$ cat src/core/dmseq_regs.svh
// register offsets, field layout and timing constants of the mode sequencer
// assumes inclusion by every design file that decodes registers or counts time
`ifndef DMSEQ_REGS_SVH
`define DMSEQ_REGS_SVH

`define DMSEQ_ADDR_W 4
`define DMSEQ_REG_MODE 4'h0
`define DMSEQ_REG_TONE_LO 4'h1
`define DMSEQ_REG_TONE_HI 4'h2
`define DMSEQ_REG_F1_LO 4'h3
`define DMSEQ_REG_F1_HI 4'h4
`define DMSEQ_REG_F2_LO 4'h5
`define DMSEQ_REG_F2_HI 4'h6
`define DMSEQ_REG_STEP_LO 4'h7
`define DMSEQ_REG_STEP_HI 4'h8
`define DMSEQ_REG_DWELL 4'h9
`define DMSEQ_REG_REPEAT 4'ha
`define DMSEQ_REG_PHASE 4'hb
`define DMSEQ_REG_RAW 4'hc
`define DMSEQ_REG_STATUS 4'hd
`define DMSEQ_REG_RAWDATA 4'he
`define DMSEQ_REG_ID 4'hf

`define DMSEQ_MODE_LSB 0
`define DMSEQ_MODE_MSB 2
`define DMSEQ_RAW_BIT 8
`define DMSEQ_HI_W 16
`define DMSEQ_DWELL_W 20
`define DMSEQ_PHASE_W 16
`define DMSEQ_TRIG_HIGH_CYC 8
`define DMSEQ_TRIG_CNT_W 4
`define DMSEQ_ID_VALUE 32'h0000_5a31
`define DMSEQ_ZERO32 32'h0000_0000

`endif

$ cat src/core/dmseq_pkg.sv
// types shared by the mode sequencer files
// assumes dmseq_regs.svh supplies the numeric constants
package dmseq_pkg;
  typedef enum logic [2:0] {
    DMSEQ_TONE = 3'h0,
    DMSEQ_FSK = 3'h1,
    DMSEQ_RAMP = 3'h2,
    DMSEQ_CHIRP = 3'h3,
    DMSEQ_BPSK = 3'h4
  } dmseq_mode_e;

  typedef enum logic [1:0] {
    DMSEQ_ST_UP = 2'b00,
    DMSEQ_ST_DOWN = 2'b01,
    DMSEQ_ST_HOLD = 2'b11
  } dmseq_state_e;

  typedef struct packed {
    logic [47:0] tuneWord;
    logic [15:0] phaseWord;
  } dmseq_out_s;

  typedef struct packed {
    logic [47:0] singleToneFreq;
    logic [47:0] firstFreq;
    logic [47:0] secondFreq;
    logic [47:0] stepIncrement;
    logic [19:0] dwellCount;
    logic [31:0] repeatCount;
    logic [15:0] firstPhase;
    logic [15:0] secondPhase;
  } dmseq_param_s;
endpackage

$ cat src/core/dmseq_trigger.sv
// repeat-period counter and trigger pulse generator
// assumes sys_clk domain, restart pulse from the register file
`timescale 1ns/1ns
`include "dmseq_regs.svh"
module dmseq_trigger
  import dmseq_pkg::*;
#(
  parameter int REP_W = 32
) (
  input wire logic sys_clk,
  input wire logic reset_n,
  input wire logic clkEn,
  input wire logic restart,
  input wire logic chirpMode,
  input wire logic [REP_W-1:0] repeatCount,
  output logic periodEnd,
  output logic triggerOutput
);
  // period is 2*(repeatCount+1) cycles: a half-rate prescale plus a count
  logic halfPhase_r;
  logic [REP_W-1:0] repCnt_r;
  logic [`DMSEQ_TRIG_CNT_W-1:0] pulseCnt_r;
  wire logic repDone = halfPhase_r && (repCnt_r == repeatCount);

  assign periodEnd = repDone;
  assign triggerOutput = (pulseCnt_r != '0);

  always_ff @(posedge sys_clk or negedge reset_n) begin
    if (!reset_n) begin
      halfPhase_r <= 1'b0;
      repCnt_r <= '0;
      pulseCnt_r <= '0;
    end else if (clkEn) begin
      if (restart) begin
        halfPhase_r <= 1'b0;
        repCnt_r <= '0;
        pulseCnt_r <= '0;
      end else begin
        halfPhase_r <= !halfPhase_r;
        // free-running: never resynchronised to the step timing
        if (repDone) repCnt_r <= '0;
        else if (halfPhase_r) repCnt_r <= repCnt_r + 1'b1;
        if (repDone) pulseCnt_r <= `DMSEQ_TRIG_CNT_W'(`DMSEQ_TRIG_HIGH_CYC);
        else if (pulseCnt_r != '0) pulseCnt_r <= pulseCnt_r - 1'b1;
      end
    end
  end

  logic [REP_W:0] gapCnt_r;
  always_ff @(posedge sys_clk or negedge reset_n) begin
    if (!reset_n) gapCnt_r <= '0;
    else if (clkEn) gapCnt_r <= (restart || repDone) ? '0 : gapCnt_r + 1'b1;
  end
endmodule

$ cat src/core/dmseq_phase_acc.sv
// phase accumulator with phase offset, the synthesizer core model
// assumes tuning and phase words change only on clock edges
`timescale 1ns/1ns
module dmseq_phase_acc
  import dmseq_pkg::*;
(
  input wire logic sys_clk,
  input wire logic reset_n,
  input wire logic clkEn,
  input wire dmseq_out_s ctrl,
  output logic [15:0] phaseOut
);
  logic [47:0] acc_r;
  always_ff @(posedge sys_clk or negedge reset_n) begin
    if (!reset_n) acc_r <= '0;
    else if (clkEn) acc_r <= acc_r + ctrl.tuneWord;
  end
  // accumulator never restarts on a word change, so keying is phase continuous
  always_ff @(posedge sys_clk or negedge reset_n) begin
    if (!reset_n) phaseOut <= '0;
    else if (clkEn) phaseOut <= acc_r[47:32] + ctrl.phaseWord;
  end
endmodule

$ cat src/core/dmseq_top.sv
// mode sequencer: register file, mode sweep logic, trigger and accumulator
// assumes a plain register port in the sys_clk domain, select pin synchronous
// Contract
// - single-tone mode outputs the single-tone frequency word alone.
// - frequency-shift mode: select high gives second, low gives first frequency.
// - keyed frequency changes keep the accumulator running; select toggles up to 15MHz.
// - undriven select reads high, choosing second frequency or phase.
// - ramped mode steps first to second and back by step increment per dwell.
// - trigger period counter runs independently of frequency step timing.
// - in ramped mode repeat count affects only the trigger timing.
// - chirp mode: sawtooth from first frequency adding step per dwell.
// - chirp returns to first frequency every 2*(repeat count+1) cycles.
// - trigger pin pulses once per repeat period, high eight cycles; stays high throughout for repeat count 3 or less.
// - step increment accepted at one microhertz per unit.
// - chirp sweep ends only on repeat expiry, possibly early or overshooting.
// - phase-shift mode holds first frequency; select picks second or first phase.
// - output starts right after parameters load, no start action.
// - raw access path sets the whole 48-bit tuning word but only the low 8 bits of the phase word.
// - output frequency is a 48-bit tuning word into the accumulator.
`timescale 1ns/1ns
`include "dmseq_regs.svh"
module dmseq_top
  import dmseq_pkg::*;
#(
  parameter int FREQ_W = 48,
  parameter int REP_W = 32
) (
  input wire logic sys_clk,
  input wire logic reset_n,
  input wire logic clkEn,
  input wire logic [`DMSEQ_ADDR_W-1:0] regAddr,
  input wire logic [31:0] regWrData,
  input wire logic regWrEn,
  input wire logic regRdEn,
  output logic [31:0] regRdData,
  input wire logic keySelectIn,
  input wire logic keySelectDriven,
  output logic triggerOutput,
  output logic triggerOutEn,
  output dmseq_out_s coreCtrl,
  output logic [15:0] phaseOut
);
  function automatic logic [FREQ_W-1:0] joinWord(input logic [31:0] lo, input logic [15:0] hi);
    joinWord = {hi, lo};
  endfunction

  // parameter registers
  logic [2:0] mode_r;
  logic rawEn_r;
  logic [31:0] toneLo_r, f1Lo_r, f2Lo_r, stepLo_r;
  logic [15:0] toneHi_r, f1Hi_r, f2Hi_r, stepHi_r;
  logic [`DMSEQ_DWELL_W-1:0] dwell_r;
  logic [REP_W-1:0] repeat_r;
  logic [31:0] phase_r;
  logic [31:0] rawLo_r;
  logic [15:0] rawHi_r;
  logic [15:0] rawPhase_r;
  logic loadPulse_r;

  dmseq_param_s prm;
  assign prm.singleToneFreq = joinWord(toneLo_r, toneHi_r);
  assign prm.firstFreq = joinWord(f1Lo_r, f1Hi_r);
  assign prm.secondFreq = joinWord(f2Lo_r, f2Hi_r);
  assign prm.stepIncrement = joinWord(stepLo_r, stepHi_r);
  assign prm.dwellCount = dwell_r;
  assign prm.repeatCount = repeat_r;
  assign prm.firstPhase = phase_r[15:0];
  assign prm.secondPhase = phase_r[31:16];

  // write decode
  wire logic wrMode = regWrEn && (regAddr == `DMSEQ_REG_MODE);
  wire logic wrTLo = regWrEn && (regAddr == `DMSEQ_REG_TONE_LO);
  wire logic wrTHi = regWrEn && (regAddr == `DMSEQ_REG_TONE_HI);
  wire logic wrF1Lo = regWrEn && (regAddr == `DMSEQ_REG_F1_LO);
  wire logic wrF1Hi = regWrEn && (regAddr == `DMSEQ_REG_F1_HI);
  wire logic wrF2Lo = regWrEn && (regAddr == `DMSEQ_REG_F2_LO);
  wire logic wrF2Hi = regWrEn && (regAddr == `DMSEQ_REG_F2_HI);
  wire logic wrSLo = regWrEn && (regAddr == `DMSEQ_REG_STEP_LO);
  wire logic wrSHi = regWrEn && (regAddr == `DMSEQ_REG_STEP_HI);
  wire logic wrDwell = regWrEn && (regAddr == `DMSEQ_REG_DWELL);
  wire logic wrRep = regWrEn && (regAddr == `DMSEQ_REG_REPEAT);
  wire logic wrPhase = regWrEn && (regAddr == `DMSEQ_REG_PHASE);
  wire logic wrRaw = regWrEn && (regAddr == `DMSEQ_REG_RAW);
  wire logic wrRawData = regWrEn && (regAddr == `DMSEQ_REG_RAWDATA);
  // any parameter write restarts the sequence, so no start command is needed
  wire logic anyLoad = regWrEn && (regAddr <= `DMSEQ_REG_PHASE);

  always_ff @(posedge sys_clk or negedge reset_n) begin
    if (!reset_n) begin
      mode_r <= '0;
      rawEn_r <= 1'b0;
      toneLo_r <= '0;
      toneHi_r <= '0;
      f1Lo_r <= '0;
      f1Hi_r <= '0;
      f2Lo_r <= '0;
      f2Hi_r <= '0;
      stepLo_r <= '0;
      stepHi_r <= '0;
      dwell_r <= '0;
      repeat_r <= '0;
      phase_r <= '0;
      loadPulse_r <= 1'b0;
    end else if (clkEn) begin
      if (wrMode) mode_r <= regWrData[`DMSEQ_MODE_MSB:`DMSEQ_MODE_LSB];
      if (wrTLo) toneLo_r <= regWrData;
      if (wrTHi) toneHi_r <= regWrData[`DMSEQ_HI_W-1:0];
      if (wrF1Lo) f1Lo_r <= regWrData;
      if (wrF1Hi) f1Hi_r <= regWrData[`DMSEQ_HI_W-1:0];
      if (wrF2Lo) f2Lo_r <= regWrData;
      if (wrF2Hi) f2Hi_r <= regWrData[`DMSEQ_HI_W-1:0];
      if (wrSLo) stepLo_r <= regWrData;
      if (wrSHi) stepHi_r <= regWrData[`DMSEQ_HI_W-1:0];
      if (wrDwell) dwell_r <= regWrData[`DMSEQ_DWELL_W-1:0];
      if (wrRep) repeat_r <= regWrData[REP_W-1:0];
      if (wrPhase) phase_r <= regWrData;
      if (wrRaw) rawEn_r <= regWrData[`DMSEQ_RAW_BIT];
      loadPulse_r <= anyLoad;
    end
  end

  // raw path: software writes the core words directly
  always_ff @(posedge sys_clk or negedge reset_n) begin
    if (!reset_n) begin
      rawLo_r <= '0;
      rawHi_r <= '0;
      rawPhase_r <= '0;
    end else if (clkEn) begin
      if (wrRawData) rawLo_r <= regWrData;
      if (wrRaw) begin
        rawHi_r <= regWrData[31:16];
        rawPhase_r <= {8'h00, regWrData[7:0]};
      end
    end
  end

  // select pin: an open input is pulled to the high level
  wire logic keySel = keySelectDriven ? keySelectIn : 1'b1;

  // sweep engine
  dmseq_state_e state_r, state_nxt;
  logic [FREQ_W-1:0] sweep_r, sweep_nxt;
  logic [`DMSEQ_DWELL_W-1:0] dwellCnt_r;
  logic periodEnd;
  wire logic dwellDone = (dwellCnt_r == prm.dwellCount);
  wire logic isRamp = (mode_r == DMSEQ_RAMP);
  wire logic isChirp = (mode_r == DMSEQ_CHIRP);
  wire logic [FREQ_W-1:0] upVal = FREQ_W'(sweep_r + prm.stepIncrement);
  wire logic [FREQ_W-1:0] dnVal = FREQ_W'(sweep_r - prm.stepIncrement);
  wire logic upHits = (upVal >= prm.secondFreq) || (upVal < sweep_r);
  wire logic dnHits = (dnVal <= prm.firstFreq) || (dnVal > sweep_r);

  always_comb begin
    state_nxt = state_r;
    sweep_nxt = sweep_r;
    if (isChirp && periodEnd) begin
      sweep_nxt = prm.firstFreq;
      state_nxt = DMSEQ_ST_UP;
    end else if (dwellDone) begin
      case (state_r)
        DMSEQ_ST_UP: begin
          if (isChirp) begin
            sweep_nxt = upVal;
          end else if (upHits) begin
            sweep_nxt = prm.secondFreq;
            state_nxt = DMSEQ_ST_DOWN;
          end else begin
            sweep_nxt = upVal;
          end
        end
        DMSEQ_ST_DOWN: begin
          if (dnHits) begin
            sweep_nxt = prm.firstFreq;
            state_nxt = DMSEQ_ST_UP;
          end else begin
            sweep_nxt = dnVal;
          end
        end
        default: state_nxt = DMSEQ_ST_UP;
      endcase
    end
  end

  always_ff @(posedge sys_clk or negedge reset_n) begin
    if (!reset_n) begin
      state_r <= DMSEQ_ST_UP;
      sweep_r <= '0;
      dwellCnt_r <= '0;
    end else if (clkEn) begin
      if (loadPulse_r || !(isRamp || isChirp)) begin
        state_r <= DMSEQ_ST_UP;
        sweep_r <= prm.firstFreq;
        dwellCnt_r <= '0;
      end else begin
        // ramp timing ignores the repeat counter entirely
        state_r <= state_nxt;
        sweep_r <= sweep_nxt;
        dwellCnt_r <= (dwellDone || (isChirp && periodEnd)) ? '0 : dwellCnt_r + 1'b1;
      end
    end
  end

  dmseq_trigger #(.REP_W(REP_W)) uTrig (
    .sys_clk(sys_clk),
    .reset_n(reset_n),
    .clkEn(clkEn),
    .restart(loadPulse_r),
    .chirpMode(isChirp),
    .repeatCount(prm.repeatCount),
    .periodEnd(periodEnd),
    .triggerOutput(triggerOutput)
  );
  assign triggerOutEn = 1'b1;

  // output word selection
  logic [FREQ_W-1:0] tuneSel;
  logic [15:0] phaseSel;
  always_comb begin
    tuneSel = prm.singleToneFreq;
    phaseSel = 16'h0000;
    case (mode_r)
      DMSEQ_FSK: tuneSel = keySel ? prm.secondFreq : prm.firstFreq;
      DMSEQ_RAMP, DMSEQ_CHIRP: tuneSel = sweep_r;
      DMSEQ_BPSK: begin
        tuneSel = prm.firstFreq;
        phaseSel = keySel ? prm.secondPhase : prm.firstPhase;
      end
      default: tuneSel = prm.singleToneFreq;
    endcase
  end

  // registered so each select toggle lands on one clock edge
  always_ff @(posedge sys_clk or negedge reset_n) begin
    if (!reset_n) coreCtrl <= '0;
    else if (clkEn) begin
      coreCtrl.tuneWord <= rawEn_r ? {rawHi_r, rawLo_r} : tuneSel;
      coreCtrl.phaseWord <= rawEn_r ? rawPhase_r : phaseSel;
    end
  end

  dmseq_phase_acc uAcc (
    .sys_clk(sys_clk),
    .reset_n(reset_n),
    .clkEn(clkEn),
    .ctrl(coreCtrl),
    .phaseOut(phaseOut)
  );

  // read path, data stand one cycle after the strobe
  wire logic [31:0] statusWord = {28'h0000000, triggerOutput, state_r, rawEn_r};
  logic [31:0] rdMux;
  always_comb begin
    if (regAddr == `DMSEQ_REG_MODE) rdMux = {29'h0, mode_r};
    else if (regAddr == `DMSEQ_REG_F1_LO) rdMux = f1Lo_r;
    else if (regAddr == `DMSEQ_REG_F1_HI) rdMux = {16'h0, f1Hi_r};
    else if (regAddr == `DMSEQ_REG_F2_LO) rdMux = f2Lo_r;
    else if (regAddr == `DMSEQ_REG_F2_HI) rdMux = {16'h0, f2Hi_r};
    else if (regAddr == `DMSEQ_REG_TONE_LO) rdMux = toneLo_r;
    else if (regAddr == `DMSEQ_REG_TONE_HI) rdMux = {16'h0, toneHi_r};
    else if (regAddr == `DMSEQ_REG_DWELL) rdMux = {12'h0, dwell_r};
    else if (regAddr == `DMSEQ_REG_REPEAT) rdMux = repeat_r;
    else if (regAddr == `DMSEQ_REG_PHASE) rdMux = phase_r;
    else if (regAddr == `DMSEQ_REG_STATUS) rdMux = statusWord;
    else if (regAddr == `DMSEQ_REG_ID) rdMux = `DMSEQ_ID_VALUE; // arbitrary value
    else rdMux = `DMSEQ_ZERO32;
  end

  always_ff @(posedge sys_clk or negedge reset_n) begin
    if (!reset_n) regRdData <= '0;
    else if (clkEn) regRdData <= regRdEn ? rdMux : `DMSEQ_ZERO32;
  end
endmodule

$ cat config.mk
export PLATFORM = sky130hd
export DESIGN_NAME = dmseq_top
export DESIGN_NICKNAME = d
export VERILOG_FILES = /design/src/core/dmseq_pkg.sv /design/src/core/dmseq_trigger.sv /design/src/core/dmseq_phase_acc.sv /design/src/core/dmseq_top.sv
export VERILOG_INCLUDE_DIRS = /design/src /design/src/core
export SDC_FILE = /design/constraint.sdc
export NUM_CORES = 2
export LEC_CHECK = 0
export BUFFER_PORTS_ARGS = -buffer_cell sky130_fd_sc_hd__buf_4
export CAP_MARGIN = 20
export CORE_ASPECT_RATIO = 1.25
export CORE_UTILIZATION = 40
export CTS_CLUSTER_DIAMETER = 60
export DETAILED_ROUTE_END_ITERATION = 8
export PLACE_DENSITY_LB_ADDON = 0.25
export SLEW_MARGIN = 0
export SYNTH_ARGS = -nofsm -noshare
export SYNTH_HDL_FRONTEND = slang
export SYNTH_SLANG_ARGS = --single-unit
export TNS_END_PERCENT = 20
$ cat constraint.sdc
create_clock -name sys_clk -period 6.05 [get_ports sys_clk]
set_input_delay 0.605 -clock sys_clk [delete_from_list [all_inputs] [get_ports sys_clk]]
set_output_delay 0.605 -clock sys_clk [all_outputs]
set_load 0.02 [all_outputs]
### Word level (Yosys, flattened, before mapping)

Index checks and enable logic that the tools add are counted.

* register bits: 604
* input bits: 43
* output and inout bits: 114
* word-level logic and storage cells: 158

* add/sub/neg operators: 7
* magnitude comparators: 5
* equality and inequality tests: 25
* mux-type cells: 43
* reduce and logical (&&, ||, !) cells: 50

Operators with widths (count)
* $mux 32: 14
* $mux 48: 8
* $pmux 48 s3: 1
* $add 48x48->48: 2
* $pmux 48 s2: 1
* $ge 48x48->1: 1
* $gt 48x48->1: 1
* $le 48x48->1: 1
* $lt 48x48->1: 1
* $mux 16: 3
* $sub 48x48->48: 1
* $mux 20: 2
* $add 32x1->32 const B: 1
* $eq 32x32->1: 1
* $eq 4x4->1 const B: 8
* $reduce_and 2->1: 16
* $mux 15: 2
* $add 20x1->20 const B: 1
* $eq 20x20->1: 1
* $logic_and 1x1->1: 17
* $add 16x16->16: 1
* $eq 4x3->1 const B: 4
* $mux 2: 6
* $mux 4: 3
* 20 further kinds: 33

### Logic depth before layout (Yosys ltp)

* depth in word-level cells: 14
* gate-level depth with buffers: 26
* depth with buffers taken out: 24

### By module

A second synthesis with hierarchy kept.

* cell total of the unflattened synthesis: 4851
* area total of the unflattened synthesis: 42806.1 um2

By module, submodules not included
* dmseq_top: times used 1, cells an instance 3961, area each 34678.3 um2, seq. area each 12562.0 um2
* dmseq_phase_acc: times used 1, cells an instance 628, area each 5753.0 um2, seq. area each 1601.5 um2
* dmseq_trigger: times used 1, cells an instance 262, area each 2374.8 um2, seq. area each 925.9 um2

### Worst setup path after synthesis

OpenSTA, ideal clock, no wires.

* path type: register to register
* from: register sweep_r[0]
* to: register sweep_r[46]
* library setup time: 136 ps
* arrival: 5232 ps
* data required time: 5914 ps
* setup slack: 682 ps
* stages on the path, launching flop included: 24
* path buffers: 1
* clock period less this slack: 5368 ps
* path through: dfrtp_1 > inv_1 > ha_1 > inv_1 > fa_1 > a211oi_1 > o211a_1 > o21ai_0 > a311o_1 > nand2_1 > o31ai_1 > a211o_1 > a21oi_1 > xnor2_1 > ha_1 > nand2_1 > or3_1 > nor4_1 > a2111oi_4 > nor2_2 > buf_6 > o21ai_4 > a2111oi_0 > a31oi_1

* cells in the longest elaborated chain, start to end: 9
* elaborated cells on any way between the ends: 15
* classes of those cells: add/sub (2); order compare (4); mux (7); reduce/logical (2)

RTL lines
* start: declaration: line dmseq_top.sv:142 `logic [FREQ_W-1:0] sweep_r, sweep_nxt;`
* start signal: assignment: line dmseq_top.sv:192 `sweep_r <= prm.firstFreq;`
* start signal: assignment: line dmseq_top.sv:197 `sweep_r <= sweep_nxt;`
* $add 48x48->48: line dmseq_top.sv:148 `wire logic [FREQ_W-1:0] upVal = FREQ_W'(sweep_r + prm.stepIncrement);`
* $ge 48x48->1 or $lt 48x48->1 (tied branches): line dmseq_top.sv:150 `wire logic upHits = (upVal >= prm.secondFreq) || (upVal < sweep_r);`
* $logic_or 1x1->1: line dmseq_top.sv:150
* $mux 48: line dmseq_top.sv:164 `end else if (upHits) begin`
* $mux 48: line dmseq_top.sv:162 `if (isChirp) begin`
* $pmux 48 s2 *: line dmseq_top.sv:160 `case (state_r)`
* $mux 48 *: line dmseq_top.sv:159 `end else if (dwellDone) begin`
* $mux 48 *: line dmseq_top.sv:156 `if (isChirp && periodEnd) begin`
* $mux 48 *: line dmseq_top.sv:190 `if (loadPulse_r || !(isRamp || isChirp)) begin`

Mark *: on every way between the ends. The rest lies on a longest branch, timed or not. The select of a mux whose other input is x is not followed.
A chain may end at the register's enable or synchronous reset.

### Final worst setup path

* from: register stepLo_r[0]
* to: register sweep_r[21]

* cells in the longest elaborated chain, start to end: 9
* elaborated cells on any way between the ends: 15
* classes of those cells: add/sub (2); order compare (4); mux (7); reduce/logical (2)

RTL lines
* start: declaration: line dmseq_top.sv:50 `logic [31:0] toneLo_r, f1Lo_r, f2Lo_r, stepLo_r;`
* start signal: assignment: line dmseq_top.sv:112 `if (wrSLo) stepLo_r <= regWrData;`
* $add 48x48->48: line dmseq_top.sv:148
* $ge 48x48->1 or $lt 48x48->1 (tied branches): line dmseq_top.sv:150
* $logic_or 1x1->1: line dmseq_top.sv:150
* $mux 48: line dmseq_top.sv:164
* $mux 48: line dmseq_top.sv:162
* $pmux 48 s2 *: line dmseq_top.sv:160
* $mux 48 *: line dmseq_top.sv:159
* $mux 48 *: line dmseq_top.sv:156
* $mux 48 *: line dmseq_top.sv:190

Marks and branches as above.

==> results.yml <==
synthesis:
  synthFlopType: "dfrtp_1"
  netlist-cell-type-count: 95
  synth_async_sr_flop_share_pct: 100
  ys_warn_count: 0
  yosys.area_share.adder_pct: 10.5
  synth.top_cell.area_share_pct: 35.4
  netlist_area_um2: 42600
  synth_edf_count: 0
  synth_largest_area_cell: "dfrtp_1"
  synth.area.top_cells: "dfrtp_1, ha_1, mux2_2"
  synth.net_count: 5135
  synth-simple-area-share_pct: 13.4
  synth_sequential_area_ratio_pct: 35.4
  yosys_register_bits: 603
  synth_compound_area_share_pct: 22.3
  synth_mux_area_share_pct: 8.64
  postSynthCellCount: 4738
  post_synthesis_xor_xnor_area_fraction_pct: 4.75
  synth_top_family_by_area: "compound AO/OA/AOI/OAI gates"
  avg_synthesized_cell_area_um2: 8.99
global_routing:
  total_grt_usage_pct: 33.5
  grt_antenna_before_repair: 7
  grt_start_max_net_pins: 139
  gr-total-overflow: 0
  grt_pass1_vias: 38400
  grt_first_pass_wirelength_um: 265000
sta:
  slew-limit-headroom_pct: 2.91
  final_max_slew_viol_count: 0
  final_worst_setup_slack_ps: 46.5
  max_clock_freq_mhz: 167
  post-route-period-util_pct: 99.2
  rsz_0062_raised_after_global_routing: "true"
  timing.final.hold_violations: 0
  setup_viol_count_final: 0
  holdWs_ps: 258
  timing.clock.skew_ps: 33.1
  fin_crit_ps: 6000
  worst_slew_pin_slew_ps: 1460
clock_tree:
  htree_levels: 3
  clk-insertion-delay-late_ps: 680
  count_of_clock_tree_sinks: 603
  root_buf_cell: "clkbuf_16"
  cts.path.max_buffers: 3
  clock_tree_from_tritoncts: "done"
  clk_pin_slew_worst_paths_ps: 70
  number_of_buffers_created_by_cts: 70
layout:
  fin_cells: 6533
  design.final.nets: 5455
  syn_to_final_growth_pct: 18.5
  post_route_cells_drive_above_1_share_pct: 20.5
pwr:
  vdd_ir_drop_max_mv: 0.537
  power.share.switching_pct: 48.0
  switching_power_mw: 15.8
  p_int_mw: 17.1
  static-leakage-power_nw: 22.6
  pwr-share-seq_pct: 19.5
  cellPowerDensity_nw_per_um2: 653
  pwr-share-comb_pct: 66.0
  clockPowerShare_pct: 14.5
die:
  floorplan.die_area_um2: 108000
  rows: 133
  boundaryPins: 157
  placeableCoreArea_um2: 105000
  chipWidth_um: 294
  floorplan.die.height_um: 367
  floorplan.initialDensity_pct: 40.4
place:
  buffer_ports.inserted: 155
  finalWeightedCongestion: 1.09
  hpwl_um: 139000
  cell_count_after_placement: 6380
  pre_cts_slack_ps: -294
critical_path:
  timing.critical_path.buf_inv: 9
  critPathLaunchType: "register"
  critPathSlowestCell: "a311o_1"
  critical_path.most_common_cell: "buf_4"
  critical_path.endpoint_type: "register"
  timing.critical_path.slowest_cell_delay_ps: 410
  critical_path_required_ps: 6620
  cp_max_fo: 5
  critical_path.top_delay_family: "compound AO/OA/AOI/OAI gates"
  worstSetupPathType: "register to register"
  cp_data_arrival_time_ps: 6570
min_path:
  min_path_type: "input port to register"
detailed_routing:
  drt-total-wl_um: 185000
  route.antenna.remaining_nets: 0
  vias_per_cell: 6.19
  drc_violations_left: 0
  drt_first_pass_iters: 9
  vias: 40400
  initialDrtViolationCount: 4522
  route.detailed.wl_per_inst_um: 28.2
outcome:
  outcome: "finished clean"
job:
  maxCapViolCount: 0
layout by cell type (no fill, tap or decap), types with 83 or more instances in the layout:
cell / netlist / layout
a211oi_1: 131 / 127
a21o_1: 83 / 83
a21oi_1: 388 / 386
buf_4: 4 / 493
dfrtp_1: 603 / 599
ha_1: 350 / 345
inv_1: 272 / 272
mux2_2: 281 / 280
nand2_1: 387 / 386
nand3_1: 115 / 112
nor2_1: 378 / 361
o21ai_0: 284 / 268
xnor2_1: 152 / 146
timing repair:
action                                  in CTS  in global routing
endpoints found under the hold margin       74                  0
setup buffers                                1                 15
gates resized for setup                     26                 75
cloned                                       1                  2
endpoints found under the setup margin      48                 49
hold buffers                                 1                  0
pin swaps                                   11                 40
flip-flops by register name, summed over array words and instances, names as in the netlist, 32 cells and up:
| name | cells |
|---|---|
| f1Lo_r | 32 |
| stepLo_r | 32 |
| repeat_r | 32 |
| uTrig.repCnt_r | 32 |
| phase_r | 32 |
| regRdData | 32 |
| coreCtrl | 64 |
| sweep_r | 48 |
| uAcc.acc_r | 48 |
| toneLo_r | 32 |
| f2Lo_r | 32 |
| rawLo_r | 32 |
layout make-up:
cell class                      instances  area (um^2)
Antenna cell                            1         2.50
Clock buffer                           86         1920
Clock inverter                         43          619
Timing Repair Buffer                  519         4120
Sequential cell                       603        15100
Tap cell                             1417         1770
Multi-Input combinational cell       3588        25900
Fill cell                            9991        54800
Inverter                              276         1040
per-layer routing:
layer  track usage, %  wire length, um
met1             42.0            71300
met2             50.5            80000
met3             6.03            15800
met4             26.7            17300
met5                0               27
path summary, 6_finish.rpt:
kind,startpoint,to,depth (start not counted),slack [ps]
setup / recovery,stepLo_r[0]$_DFFE_PN0P_,sweep_r[21]$_DFFE_PN0P_,29,50
hold / removal,regWrData[29],f1Lo_r[29]$_DFFE_PN0P_,3,260
setup reg to reg,stepLo_r[0]$_DFFE_PN0P_,sweep_r[21]$_DFFE_PN0P_,29,50
hold reg to reg,regRdData[20]$_DFFE_PN0P_,regRdData[20]$_DFFE_PN0P_,1,480
max in group asynchronous,reset_n,toneLo_r[28]$_DFFE_PN0P_,3,4110
min in group asynchronous,reset_n,uAcc.acc_r[29]$_DFFE_PN0P_,2,530
cells in the mapped netlist, drive strengths merged (47+ instances only):
library cell,instances
a211oi,131
a21o,83
a21oi,389
a22oi,53
a311oi,55
buf,47
clkbuf,225
dfrtp,603
ha,350
inv,273
mux2,283
mux2i,49
nand2,387
nand3,115
nand4,63
nor2,382
nor3,71
o21ai,292
xnor2,152
xor2,79
kinds of logic (layout without fill, tap and decap cells):
kind of cell | after synthesis | after routing
adders and majority gates | 354 | 354
and+or+nand+nor | 1239 | 1239
muxes | 332 | 332
DFF | 603 | 603
AOI/OAI and AO/OA | 1430 | 1431
buffers and inverters | 548 | 924
other | 1 | 2
xor gates and xnor gates | 231 | 231
power by group through the flow:
stage	Sequential (mW)	Combinational [mW]	Clock (mW)
2_1_floorplan	5.93	12.1	0
3_3_place_gp	6.37	19.7	0
3_5_place_dp	6.38	20.0	0
4_1_cts	6.32	20.3	4.83
5_1_grt	6.46	23.3	4.99
6_report	6.42	21.8	4.78
metrics by stage:
step | power (mW) | TNS (ps) | instance area [um^2] | util [%]
global placement | 26.1 | -11020 | 47300 | 44.9
finish | 33.0 | 0 | 50500 | 47.9
floorplan | 18.0 | 0 | 42600 | -
detailed placement | 26.4 | -9690 | 47300 | 44.9
CTS | 31.4 | -5.43 | 50000 | 47.4
global route | 34.7 | -5400 | 50500 | 47.9
worst reg2reg max path, delay by kind of cell, from the launching register on:
family	cells	cell delay, ps
fa+ha+maj	3	750
flops	1	380
buf+inv	9	1370
compound gates	11	2140
simple gates	5	1160
xor+xnor	1	100
No activity file was read; power rests on OpenSTA's default activity.
